**config.mk**
```make
export PLATFORM = sky130hd
export DESIGN_NAME = phyctl_top
export DESIGN_NICKNAME = d
export VERILOG_FILES = /design/src/phyctl_mdio_fix.sv /design/src/phyctl_pkg.sv /design/src/phyctl_mdio.sv /design/src/phyctl_top.sv
export SDC_FILE = /design/constraint.sdc
export NUM_CORES = 1
export LEC_CHECK = 0
export ABC_AREA = 1
export ABC_CLOCK_PERIOD_IN_PS = 6430
export BUFFER_PORTS_ARGS = -buffer_cell sky130_fd_sc_hd__buf_2
export CAP_MARGIN = 20
export CORE_MARGIN = 2
export CORE_UTILIZATION = 35
export CTS_CLUSTER_DIAMETER = 60
export DETAILED_ROUTE_END_ITERATION = 8
export SLEW_MARGIN = 20
export SYNTH_ARGS = -nofsm -noshare
export SYNTH_HDL_FRONTEND = slang
export SYNTH_HIERARCHICAL = 1
export SYNTH_SLANG_ARGS = --single-unit
```
**constraint.sdc**
```tcl
create_clock -name clk -period 6.43 [get_ports clk]
set_clock_uncertainty 0.05 [all_clocks]
set_input_delay 0.3215 -clock clk [delete_from_list [all_inputs] [get_ports clk]]
set_output_delay 0.3215 -clock clk [all_outputs]
set_load 0.005 [all_outputs]
```
**src/phyctl_mdio_fix.sv**
```systemverilog
// phyctl_mdio_fix: holds no logic; the management engine lives in phyctl_mdio.sv.

```
**src/phyctl_pkg.sv**
```systemverilog
// phyctl_pkg: constants, states and carrier types of the phy control register block.
// assumes one 100 MHz clock; all users name items as phyctl_pkg::name.
package phyctl_pkg;
    // management addressing
    localparam logic [4:0] PHYCTL_PHY_ADDR = 5'h00; // this device's phy address
    localparam logic [4:0] PHYCTL_CTRL_ADDR = 5'h00; // control register address
    localparam logic [1:0] PHYCTL_OP_READ = 2'h2;
    localparam logic [1:0] PHYCTL_OP_WRITE = 2'h1;
    localparam logic [4:0] PHYCTL_HDR_LAST = 5'h0C; // 13 header bits after the start zero
    localparam logic [4:0] PHYCTL_DATA_LAST = 5'h0F; // 16 data bits
    // control register layout and value after reset
    localparam logic [15:0] PHYCTL_CTRL_RESET = 16'h3100;
    localparam int PHYCTL_B_RESET = 15;
    localparam int PHYCTL_B_LOOP = 14;
    localparam int PHYCTL_B_RATE = 13;
    localparam int PHYCTL_B_AN = 12;
    localparam int PHYCTL_B_LP = 11;
    localparam int PHYCTL_B_ISO = 10;
    localparam int PHYCTL_B_RESTART = 9;
    localparam int PHYCTL_B_DUPLEX = 8;
    localparam int PHYCTL_B_COLLISION_TEST_ENABLE = 7;
    localparam int PHYCTL_RSV_MSB = 6;
    // soft reset sequence length
    localparam int PHYCTL_CLK_PERIOD_NS = 10;
    localparam int PHYCTL_SRST_TIME_NS = 1000;
    localparam int PHYCTL_SRST_CYCLES_I =
        (PHYCTL_SRST_TIME_NS + PHYCTL_CLK_PERIOD_NS - 1) / PHYCTL_CLK_PERIOD_NS;
    localparam logic [7:0] PHYCTL_SRST_CYCLES = 8'(PHYCTL_SRST_CYCLES_I);

    // management frame engine states
    typedef enum logic [3:0] {
        PHYCTL_ST_IDLE = 4'h1,
        PHYCTL_ST_HDR = 4'h2,
        PHYCTL_ST_TA = 4'h4,
        PHYCTL_ST_DATA = 4'h8
    } phyctl_state_t;

    // one completed management write
    typedef struct packed {
        logic valid;
        logic [4:0] addr;
        logic [15:0] data;
    } phyctl_wr_t;

    // one nibble-wide data stream beat
    typedef struct packed {
        logic en;
        logic [3:0] d;
    } phyctl_nib_t;

    // stored control fields (self-clearing bits kept apart)
    typedef struct packed {
        logic loop;
        logic rate;
        logic an;
        logic lp;
        logic iso;
        logic dup;
        logic arm;
        logic [6:0] rsv;
    } phyctl_ctrl_t;
endpackage

```
**src/phyctl_mdio.sv**
```systemverilog
// phyctl_mdio: serial management frame engine, slave end.
// assumes mdc and mdio_i synchronous to clk and mdc far slower than clk.
`timescale 1ns/1ps
module phyctl_mdio (
    // clock and reset
    input wire logic clk,
    input wire logic rst_n,
    // management pins
    input wire logic mdc,
    input wire logic mdio_i,
    output logic mdio_o,
    output logic mdio_oe,
    // register side
    output logic [4:0] reg_addr,
    input wire logic [15:0] rd_data,
    output phyctl_pkg::phyctl_wr_t wr
);
    phyctl_pkg::phyctl_state_t state_q;
    logic mdc_q;
    logic [4:0] cnt_q;
    logic [15:0] sh_q;
    logic rd_q;
    logic wr_q;
    logic [12:0] hdr;
    logic rise;
    logic hdr_ok;
    logic me;
    logic [4:0] reg_addr_q;

    // frame decode: header bit 12 is the second start bit
    assign rise = mdc & ~mdc_q;
    assign hdr = {sh_q[11:0], mdio_i};
    assign me = hdr[9:5] == phyctl_pkg::PHYCTL_PHY_ADDR;
    assign hdr_ok = hdr[12] & me;
    assign reg_addr = reg_addr_q;

    // bits are sampled and driven on the rising edge of mdc seen in clk
    always_ff @(posedge clk or negedge rst_n) begin
        if (!rst_n) begin
            state_q <= phyctl_pkg::PHYCTL_ST_IDLE;
            mdc_q <= 1'b0;
            cnt_q <= 5'h00;
            sh_q <= 16'h0000;
            rd_q <= 1'b0;
            wr_q <= 1'b0;
            reg_addr_q <= 5'h00;
            mdio_o <= 1'b0;
            mdio_oe <= 1'b0;
            wr <= '0;
        end else begin
            mdc_q <= mdc;
            wr.valid <= 1'b0;
            if (rise) begin
                case (state_q)
                    phyctl_pkg::PHYCTL_ST_IDLE: begin
                        // idle ones, with or without preamble; a zero opens a frame
                        cnt_q <= 5'h00;
                        if (!mdio_i) begin
                            state_q <= phyctl_pkg::PHYCTL_ST_HDR;
                        end
                    end
                    phyctl_pkg::PHYCTL_ST_HDR: begin
                        sh_q <= {sh_q[14:0], mdio_i};
                        cnt_q <= cnt_q + 5'h01;
                        if (cnt_q == phyctl_pkg::PHYCTL_HDR_LAST) begin
                            cnt_q <= 5'h00;
                            reg_addr_q <= hdr[4:0];
                            rd_q <= hdr_ok && hdr[11:10] == phyctl_pkg::PHYCTL_OP_READ;
                            wr_q <= hdr_ok && hdr[11:10] == phyctl_pkg::PHYCTL_OP_WRITE;
                            state_q <= hdr[12] ? phyctl_pkg::PHYCTL_ST_TA
                                               : phyctl_pkg::PHYCTL_ST_IDLE;
                        end
                    end
                    phyctl_pkg::PHYCTL_ST_TA: begin
                        // first turnaround bit: a read frame for this phy takes the line and drives zero
                        cnt_q <= cnt_q + 5'h01;
                        mdio_oe <= rd_q;
                        mdio_o <= 1'b0;
                        if (cnt_q != 5'h00) begin
                            cnt_q <= 5'h00;
                            mdio_o <= rd_q & rd_data[15];
                            sh_q <= {rd_data[14:0], 1'b0};
                            state_q <= phyctl_pkg::PHYCTL_ST_DATA;
                        end
                    end
                    phyctl_pkg::PHYCTL_ST_DATA: begin
                        cnt_q <= cnt_q + 5'h01;
                        if (rd_q) begin
                            mdio_o <= sh_q[15];
                            sh_q <= {sh_q[14:0], 1'b0};
                        end else begin
                            sh_q <= {sh_q[14:0], mdio_i};
                        end
                        if (cnt_q == phyctl_pkg::PHYCTL_DATA_LAST) begin
                            // release the line as the last bit is sampled
                            mdio_oe <= 1'b0;
                            mdio_o <= 1'b0;
                            state_q <= phyctl_pkg::PHYCTL_ST_IDLE;
                            wr.valid <= wr_q;
                            wr.addr <= reg_addr_q;
                            wr.data <= {sh_q[14:0], mdio_i};
                        end
                    end
                    default: begin
                        state_q <= phyctl_pkg::PHYCTL_ST_IDLE;
                        mdio_oe <= 1'b0;
                    end
                endcase
            end
        end
    end
endmodule // phyctl_mdio

```
**src/phyctl_top.sv**
```systemverilog
// phyctl_top: phy control register reached over the serial management pins,
// and the mode logic it steers on the nibble data paths.
// assumes all inputs synchronous to clk; negotiation outcome comes from outside.
//
// Summary of operation
// - The control register sits at management address zero and resets to 0x3100.
// - Writing one to bit 15 resets the registers and state, and the bit clears when done.
// - While bit 14 is set and bits 11 and 10 are clear, the receive path carries the own transmit data, not the line.
// - While bit 12 is set auto-negotiation runs; clearing it disables negotiation.
// - While bit 11 is set the device is in low power and ignores its data inputs, except that mac_tx.en still drives collision while bit 7 is set.
// - While bit 10 is set the transmit path is isolated and offered data is ignored.
// - Setting bit 7 places the device in collision test mode.
// - Bit 7 reads set once a transmission has begun and zero once it halts.
`timescale 1ns/1ps
module phyctl_top (
    // clock and reset
    input wire logic clk,
    input wire logic rst_n,
    // management pins
    input wire logic mdc,
    input wire logic mdio_i,
    output logic mdio_o,
    output logic mdio_oe,
    // mac side stream
    input wire phyctl_pkg::phyctl_nib_t mac_tx,
    output phyctl_pkg::phyctl_nib_t mac_rx,
    output logic collision,
    // line side stream
    input wire phyctl_pkg::phyctl_nib_t line_rx,
    output phyctl_pkg::phyctl_nib_t line_tx,
    // negotiation outcome
    input wire logic an_rate_100,
    input wire logic an_full_duplex,
    // mode outputs
    output logic loopback_enable,
    output logic low_power_enable,
    output logic isolate_enable,
    output logic autoneg_enable,
    output logic autoneg_restart,
    output logic rate_100,
    output logic full_duplex,
    output logic soft_reset_busy
);
    localparam phyctl_pkg::phyctl_ctrl_t CTRL_INIT = '{
        loop: phyctl_pkg::PHYCTL_CTRL_RESET[phyctl_pkg::PHYCTL_B_LOOP],
        rate: phyctl_pkg::PHYCTL_CTRL_RESET[phyctl_pkg::PHYCTL_B_RATE],
        an: phyctl_pkg::PHYCTL_CTRL_RESET[phyctl_pkg::PHYCTL_B_AN],
        lp: phyctl_pkg::PHYCTL_CTRL_RESET[phyctl_pkg::PHYCTL_B_LP],
        iso: phyctl_pkg::PHYCTL_CTRL_RESET[phyctl_pkg::PHYCTL_B_ISO],
        dup: phyctl_pkg::PHYCTL_CTRL_RESET[phyctl_pkg::PHYCTL_B_DUPLEX],
        arm: phyctl_pkg::PHYCTL_CTRL_RESET[phyctl_pkg::PHYCTL_B_COLLISION_TEST_ENABLE],
        rsv: phyctl_pkg::PHYCTL_CTRL_RESET[phyctl_pkg::PHYCTL_RSV_MSB:0]
    };

    logic rst_s1_q;
    logic rst_s2_q;
    phyctl_pkg::phyctl_ctrl_t ctrl_q;
    phyctl_pkg::phyctl_ctrl_t ctrl_d;
    phyctl_pkg::phyctl_ctrl_t ctrl_wr;
    logic [7:0] srst_cnt_q;
    logic [7:0] srst_cnt_d;
    logic restart_q;
    logic tx_act_q;
    logic collision_test_enable_act_q;
    phyctl_pkg::phyctl_wr_t wr;
    logic [4:0] reg_addr;
    logic [15:0] ctrl_rd;
    logic [15:0] rd_data;
    logic wr_hit;
    logic srst_busy;
    logic srst_start;
    logic tx_halt;
    logic tx_blocked;
    phyctl_pkg::phyctl_nib_t line_tx_d;
    phyctl_pkg::phyctl_nib_t mac_rx_d;

    // reset release through two flops; assertion stays asynchronous
    always_ff @(posedge clk or negedge rst_n) begin
        if (!rst_n) begin
            rst_s1_q <= 1'b0;
            rst_s2_q <= 1'b0;
        end else begin
            rst_s1_q <= 1'b1;
            rst_s2_q <= rst_s1_q;
        end
    end

    // serial management engine
    phyctl_mdio u_mdio (
        .clk(clk),
        .rst_n(rst_s2_q),
        .mdc(mdc),
        .mdio_i(mdio_i),
        .mdio_o(mdio_o),
        .mdio_oe(mdio_oe),
        .reg_addr(reg_addr),
        .rd_data(rd_data),
        .wr(wr)
    );

    // address decode; unmapped addresses read as zero and ignore writes
    assign wr_hit = wr.valid && wr.addr == phyctl_pkg::PHYCTL_CTRL_ADDR;
    assign srst_busy = srst_cnt_q != 8'h00;
    assign srst_start = wr_hit & wr.data[phyctl_pkg::PHYCTL_B_RESET] & ~srst_busy;
    assign tx_halt = tx_act_q & ~mac_tx.en;
    assign ctrl_rd = {srst_busy, ctrl_q.loop, ctrl_q.rate, ctrl_q.an, ctrl_q.lp,
                      ctrl_q.iso, restart_q, ctrl_q.dup, collision_test_enable_act_q, ctrl_q.rsv};
    assign rd_data = reg_addr == phyctl_pkg::PHYCTL_CTRL_ADDR ? ctrl_rd : 16'h0000;

    // field image of a management write
    assign ctrl_wr = '{
        loop: wr.data[phyctl_pkg::PHYCTL_B_LOOP],
        rate: wr.data[phyctl_pkg::PHYCTL_B_RATE],
        an: wr.data[phyctl_pkg::PHYCTL_B_AN],
        lp: wr.data[phyctl_pkg::PHYCTL_B_LP],
        iso: wr.data[phyctl_pkg::PHYCTL_B_ISO],
        dup: wr.data[phyctl_pkg::PHYCTL_B_DUPLEX],
        arm: wr.data[phyctl_pkg::PHYCTL_B_COLLISION_TEST_ENABLE],
        rsv: wr.data[phyctl_pkg::PHYCTL_RSV_MSB:0]
    };

    // next control value; writes during a soft reset are dropped so the
    // sequence always ends with the reset image in place
    always_comb begin
        ctrl_d = ctrl_q;
        srst_cnt_d = srst_busy ? srst_cnt_q - 8'h01 : 8'h00;
        if (srst_start) begin
            ctrl_d = CTRL_INIT;
            srst_cnt_d = phyctl_pkg::PHYCTL_SRST_CYCLES;
        end else if (srst_busy) begin
            ctrl_d = CTRL_INIT;
        end else begin
            // a finished transmission ends the collision test, but a write
            // arriving in the same cycle wins
            if (tx_halt) begin
                ctrl_d.arm = 1'b0;
            end
            if (wr_hit) begin
                ctrl_d = ctrl_wr;
            end
        end
    end

    // control register, soft reset counter and collision test tracking
    always_ff @(posedge clk or negedge rst_s2_q) begin
        if (!rst_s2_q) begin
            ctrl_q <= CTRL_INIT;
            srst_cnt_q <= 8'h00;
            restart_q <= 1'b0;
            tx_act_q <= 1'b0;
            collision_test_enable_act_q <= 1'b0;
        end else begin
            ctrl_q <= ctrl_d;
            srst_cnt_q <= srst_cnt_d;
            // restart bit is held one cycle then clears itself
            restart_q <= wr_hit & ~srst_busy & ~srst_start
                         & wr.data[phyctl_pkg::PHYCTL_B_RESTART];
            tx_act_q <= mac_tx.en & ~srst_busy;
            collision_test_enable_act_q <= ctrl_d.arm & mac_tx.en & ~srst_busy;
        end
    end

    // data path steering; isolate, low power and loopback all keep the
    // mac's transmit data off the line
    assign tx_blocked = ctrl_q.iso | ctrl_q.lp | ctrl_q.loop | srst_busy;
    assign line_tx_d = tx_blocked ? '0 : mac_tx;
    always_comb begin
        mac_rx_d = line_rx;
        if (ctrl_q.lp || srst_busy) begin
            mac_rx_d = '0;
        end else if (ctrl_q.loop) begin
            mac_rx_d = ctrl_q.iso ? '0 : mac_tx;
        end
    end

    // registered outputs
    always_ff @(posedge clk or negedge rst_s2_q) begin
        if (!rst_s2_q) begin
            line_tx <= '0;
            mac_rx <= '0;
            collision <= 1'b0;
            loopback_enable <= 1'b0;
            low_power_enable <= 1'b0;
            isolate_enable <= 1'b0;
            autoneg_enable <= 1'b0;
            autoneg_restart <= 1'b0;
            rate_100 <= 1'b0;
            full_duplex <= 1'b0;
            soft_reset_busy <= 1'b0;
        end else begin
            line_tx <= line_tx_d;
            mac_rx <= mac_rx_d;
            collision <= collision_test_enable_act_q & mac_tx.en;
            loopback_enable <= ctrl_q.loop;
            low_power_enable <= ctrl_q.lp;
            isolate_enable <= ctrl_q.iso;
            autoneg_enable <= ctrl_q.an;
            autoneg_restart <= restart_q & ctrl_q.an;
            rate_100 <= ctrl_q.an ? an_rate_100 : ctrl_q.rate;
            full_duplex <= ctrl_q.an ? an_full_duplex : ctrl_q.dup;
            soft_reset_busy <= srst_busy;
        end
    end
endmodule // phyctl_top

```
# == After elaboration in Yosys (flattened, before gate mapping) ==
# Index checks and enable logic that the tools add are counted.
# totals
reg_bits,103
latchBits,0
ramBits,0
rom_bits,0
out_inout_bits,21
n_memories,0
# op_classes
addsub,2
mul,0
n_div,0
magnitude_cmp,0
eq_ne,13
n_shift,0
n_mux,34
n_bitwise,22
n_reduce_logical,21
# ops
op,n
$mux W22,3
$pmux W16 S3,1
$mux W14,3
$mux W16,2
$mux W5,6
$pmux W5 S4,1
$mux W4,4
$mux W8,2
$pmux W4 S4,1
$logic_not A5 Y1,3
$reduce_and A3 Y1,5
$and A1 B1 Y1,14
$eq A5 B4 Y1 const B,2
$mux W1,8
$reduce_bool A8 Y1,1
$sub A8 B1 Y8 const B,1
$ne A2 B1 Y1 const B,3
$reduce_bool A3 Y1,2
$add A5 B1 Y5 const B,1
$not A1 Y1,5
$reduce_and A5 Y1,1
$reduce_bool A5 Y1,1
$eq A4 B1 Y1 const B,1
$eq A4 B2 Y1 const B,1
16 further kinds,20

# == Depth between registers and ports, before layout ==
# depth
depth_word,8
depth_mapped,12
mapped_depth_nobuf,11

# == By module ==
# Netlist, hierarchy kept.
# by_module_without_submodules
module,n_inst,cells_per_inst,area_each_um2
phyctl_mdio,1,371,2886.5
phyctl_top,1,209,1990.7

# == Least setup slack after synthesis ==
# No wires, ideal clock.
# synth_path
path_kind,reg2reg
from,register u_mdio.cnt_q[0]
to,register u_mdio.state_q[1]
t_arrival_ns,1.386
required_time_ns,6.257
setup_slack_ns,4.871
stages_incl_launch_ff,10
period_less_slack_ns,1.559
cell_sequence,dfrtp_1 -> inv_1 -> ha_1 -> nand2_1 -> nor2_2 -> nand2_4 -> nand2_1 -> inv_1 -> nand3_1 -> nand2_1
# synth_between
elab_chain_cells,3
word_cells_on_any_way,7
# synth_rtl
element,line,text
"start, declared",phyctl_mdio.sv:20,logic [4:0] cnt_q;
"start signal, assigned",phyctl_mdio.sv:64,cnt_q <= cnt_q + 5'h01;
"start signal, assigned",phyctl_mdio.sv:76,cnt_q <= cnt_q + 5'h01;
"start signal, assigned",phyctl_mdio.sv:87,cnt_q <= cnt_q + 5'h01;
$eq A5 B4 Y1 (tied with other cells),phyctl_mdio.sv:94,if (cnt_q == phyctl_pkg::PHYCTL_DATA_LAST) begin
$ne A2 B1 Y1 (no line),--,
$reduce_and A5 Y1 (no line) (*),--,
"end signal, assigned",phyctl_mdio.sv:83,state_q <= phyctl_pkg::PHYCTL_ST_DATA;
"end signal, assigned",phyctl_mdio.sv:98,state_q <= phyctl_pkg::PHYCTL_ST_IDLE;
"end signal, assigned",phyctl_mdio.sv:105,state_q <= phyctl_pkg::PHYCTL_ST_IDLE;
"end, declared",phyctl_mdio.sv:18,phyctl_pkg::phyctl_state_t state_q;
# Mark *: on every way between the ends. The rest lies on a longest branch, timed or not.
# A chain may end at the register's enable or synchronous reset.

# == Worst setup path in the final report ==
# layout_path
from,register u_mdio.cnt_q[0]
to,"register, netlist name u_mdio/wr[6]"
# layout_between
elab_chain_cells,2
# layout_rtl
element,line
$eq A5 B4 Y1,phyctl_mdio.sv:94
$reduce_and A3 Y1 (no line),--
# Every way passes these cells.

==> metrics.cfg <==
[global_routing]
grt_use_total=0.1541
busiest_layer=met2
grt_pass1_wl_mm=18.04
grt_overflow=0
grt_util_met3=0.04354
grt_pass1_vias=3726
grt_use_met2=0.2500
antenna_found_initial=0
grt_max_degree=57
grt_use_met1=0.2042

[setup_path]
crit_buf_inv=1
cp.arrival_ps=2350
critPathMaxFanout=43
crit_chain=ha_1 -> inv_1 -> nor2_1 -> ha_1 -> nand3_2 -> o21ai_0
start_kind=flip-flop
critical_path.endpoint_type=flip-flop
cpLargestDelayFamily=simple AND/OR/NAND/NOR gates
crit_type=flip-flop to flip-flop
required_ps=6630
crit_slowest_cell=nand3_2
cpPeakStageDelay_ps=620
path_common_cell=ha_1

[worst_hold_path]
hp-class=input port to flip-flop

[clock_network]
post_cts_resized=0
clockRootBuffer=clkbuf_16
htree_levels=3
cts_num_sinks=103
clock_path_buffers=2
clk_latency_ps=350
clkTransAtPathRegs_ps=70
cts_tree=built
cts_buffers=9

[yosys]
synth_flop_cell=dfrtp_1
ys_types=32
synth-edff-count=0
syn_avg_cell_area_um2=8.409
synth_top_area_frac=0.5080
synth_top_family_by_area=simple AND/OR/NAND/NOR gates
yosys-mux-area-fraction=0
synth_area_leaders=dfrtp_1 51%, nand2_1 11%, inv_1 5.5%
syn_area_um2=4877
syn_inst=580
synthesis.nets=600
synth_largest_area_cell=dfrtp_1
synth-seq-cells=103
synth_compound_area_frac=0.08415
yosysMostFrequentCell=nand2_1
seq_area_frac_synth=0.5295
synthTopCellsByCount=147 x nand2_1, 99 x dfrtp_1, 72 x inv_1
ys_warn_count=6
synth_xor_area_frac=0.001796
synth_fa_ha_area_frac=0.01026
synthArstFlopShare=1.000
yosys.area_share.simple=0.2891

[floorplan]
num_rows=43
ios=37
initial_utilization=0.3555
dieArea_um2=14900
core-area_um2=13720
die_x_um=122.0
die_y_um=122.0

[sta]
max_slew_margin=0.4746
worst_slew_pin_slew_ps=787.2
fin_crit_sh=0.3350
layout_setup_ws_ps=4276
setup-tns-final_ps=0
max_freq_mhz=464.2
finalSetupViolCount=0
layout_min_cycle_time_ps=2154
slew_viol_final=0
finalHoldViolations=0
rsz0062_at_grt=no

[pwr]
pwr-share-comb=0.116
fin_total_pwr_mw=1.409
powerDensity_nw_per_um2=256.7
clockPowerShare=0.392
ir_worst_vdd_v=0.0001318
p_leak_nw=2.778
power.internal_mw=1.023
power_frac_seq=0.492
power_switching_mw=0.3863
swShare=0.2742

[run_status]
status=finished clean

[flow_run]
cap_violations=0

[detailed_routing]
dr.pass1.iters=5
via_per_inst=4.887
wl_per_cell_um=13.40
drc=0
via_count=3900
wl_mm=10.69
drt_iter0_markers=300
ant_nets=0

[placement]
gp_congestion=0.8158
dpl.hpwl_mm=6.998
portBuffers=36
pre_cts_ws_ps=4302

[finish]
ff_latch_area_um2=2586
area_delta_synth_final_pct=12.52
fin_nets=633
drive_above_1_share=0.1537
multi_input_area_um2=1883
diodes=0
fillers=1390

==> through the flow <==
step                utilization  hold slack [ps]  instances  instance area (um^2)
floorplan                     -           -24.09        580                  4877
global placement         0.3775            55.91        781                  5179
detailed placement       0.3775            59.27        781                  5179
CTS                      0.4000            31.13        798                  5488
global route             0.4000            27.44        798                  5488
finish                   0.4000            41.08        798                  5488
==> path summary, 6_finish.rpt <==
path	cells after the start	to	slack, ps	startpoint
min reg2reg	0	srst_cnt_q[3]	290	rst_s2_q
max reg2reg	6	u_mdio/wr[6]	4280	u_mdio/cnt_q[0]
min	1	u_mdio/mdc_q	40	mdc
min in group asynchronous	2	rst_s2_q	230	rst_n
max in group asynchronous	1	u_mdio/sh_q[11]	4900	rst_s2_q
max	6	u_mdio/wr[6]	4280	u_mdio/cnt_q[0]
==> area by class of cell <==
type | count | share of cell area
Sequential cell | 103 | 0.4713
Inverter | 79 | 0.05404
Tap cell | 180 | 0.04104
Clock buffer | 10 | 0.04172
Timing Repair Buffer | 38 | 0.03602
Clock inverter | 6 | 0.01277
Multi-Input combinational cell | 382 | 0.3431
==> logic make-up after synthesis <==
kind of cell               count (synthesis)
buffers and inverters                     95
and+or+nand+nor                          302
xor gates and xnor gates                   1
AOI/OAI and AO/OA                         74
DFF                                      103
adders and majority gates                  4
other                                      1
==> worst reg2reg max path, delay by kind of cell (launching register included) <==
kind                     cells  cell delay [ps]
buffers and inverters        1               50
adder cells (fa/ha/maj)      2              380
AO/OA/AOI/OAI                1              440
flip-flops                   1              420
AND/OR/NAND/NOR              2              720
==> routing by layer <==
layer  part of all wire  wire length [um]  up-vias
li1                   -                 -     1922
met3              0.055               593       15
met1               0.46              4969     1864
met2               0.47              4989       99
met5                  0                 0        -
met4              0.013               142        0
==> cell usage in the layout (no fill, tap or decap), types with 5 or more instances in the layout <==
| cell type | instances |
|---|---|
| nand2_2 | 6 |
| nand3_1 | 54 |
| nor2_1 | 54 |
| inv_1 | 72 |
| buf_2 | 36 |
| dfrtp_1 | 98 |
| o21ai_0 | 41 |
| inv_2 | 5 |
| o21ai_1 | 18 |
| nand2_1 | 147 |
| o21ai_2 | 10 |
| nand4_1 | 20 |
| clkbuf_16 | 9 |
==> registers in the layout, indices dropped and copies added (netlist names), 5 cells and up <==
| register | flops |
|---|---|
| srst_cnt_q | 8 |
| ctrl_q | 14 |
| u_mdio/reg_addr | 5 |
| u_mdio/sh_q | 16 |
| mac_rx | 5 |
| u_mdio/cnt_q | 5 |
| line_tx | 5 |
| u_mdio/wr | 22 |
==> power by group through the flow <==
| stage | Sequential (mW) | Clock [mW] | Combinational [mW] |
|---|---|---|---|
| after floorplan | 0.705 | 0 | 0.123 |
| after global placement | 0.704 | 0 | 0.161 |
| after detailed placement | 0.706 | 0 | 0.163 |
| after CTS | 0.693 | 0.569 | 0.164 |
| after global routing | 0.698 | 0.599 | 0.189 |
| final | 0.693 | 0.552 | 0.164 |
==> timing repair <==
action,in CTS,in global routing
setup endpoints to repair,0,0
setup buffers,0,0
hold buffers,1,0
endpoints found under the hold margin,2,0
(Power assumes the default switching activity.)
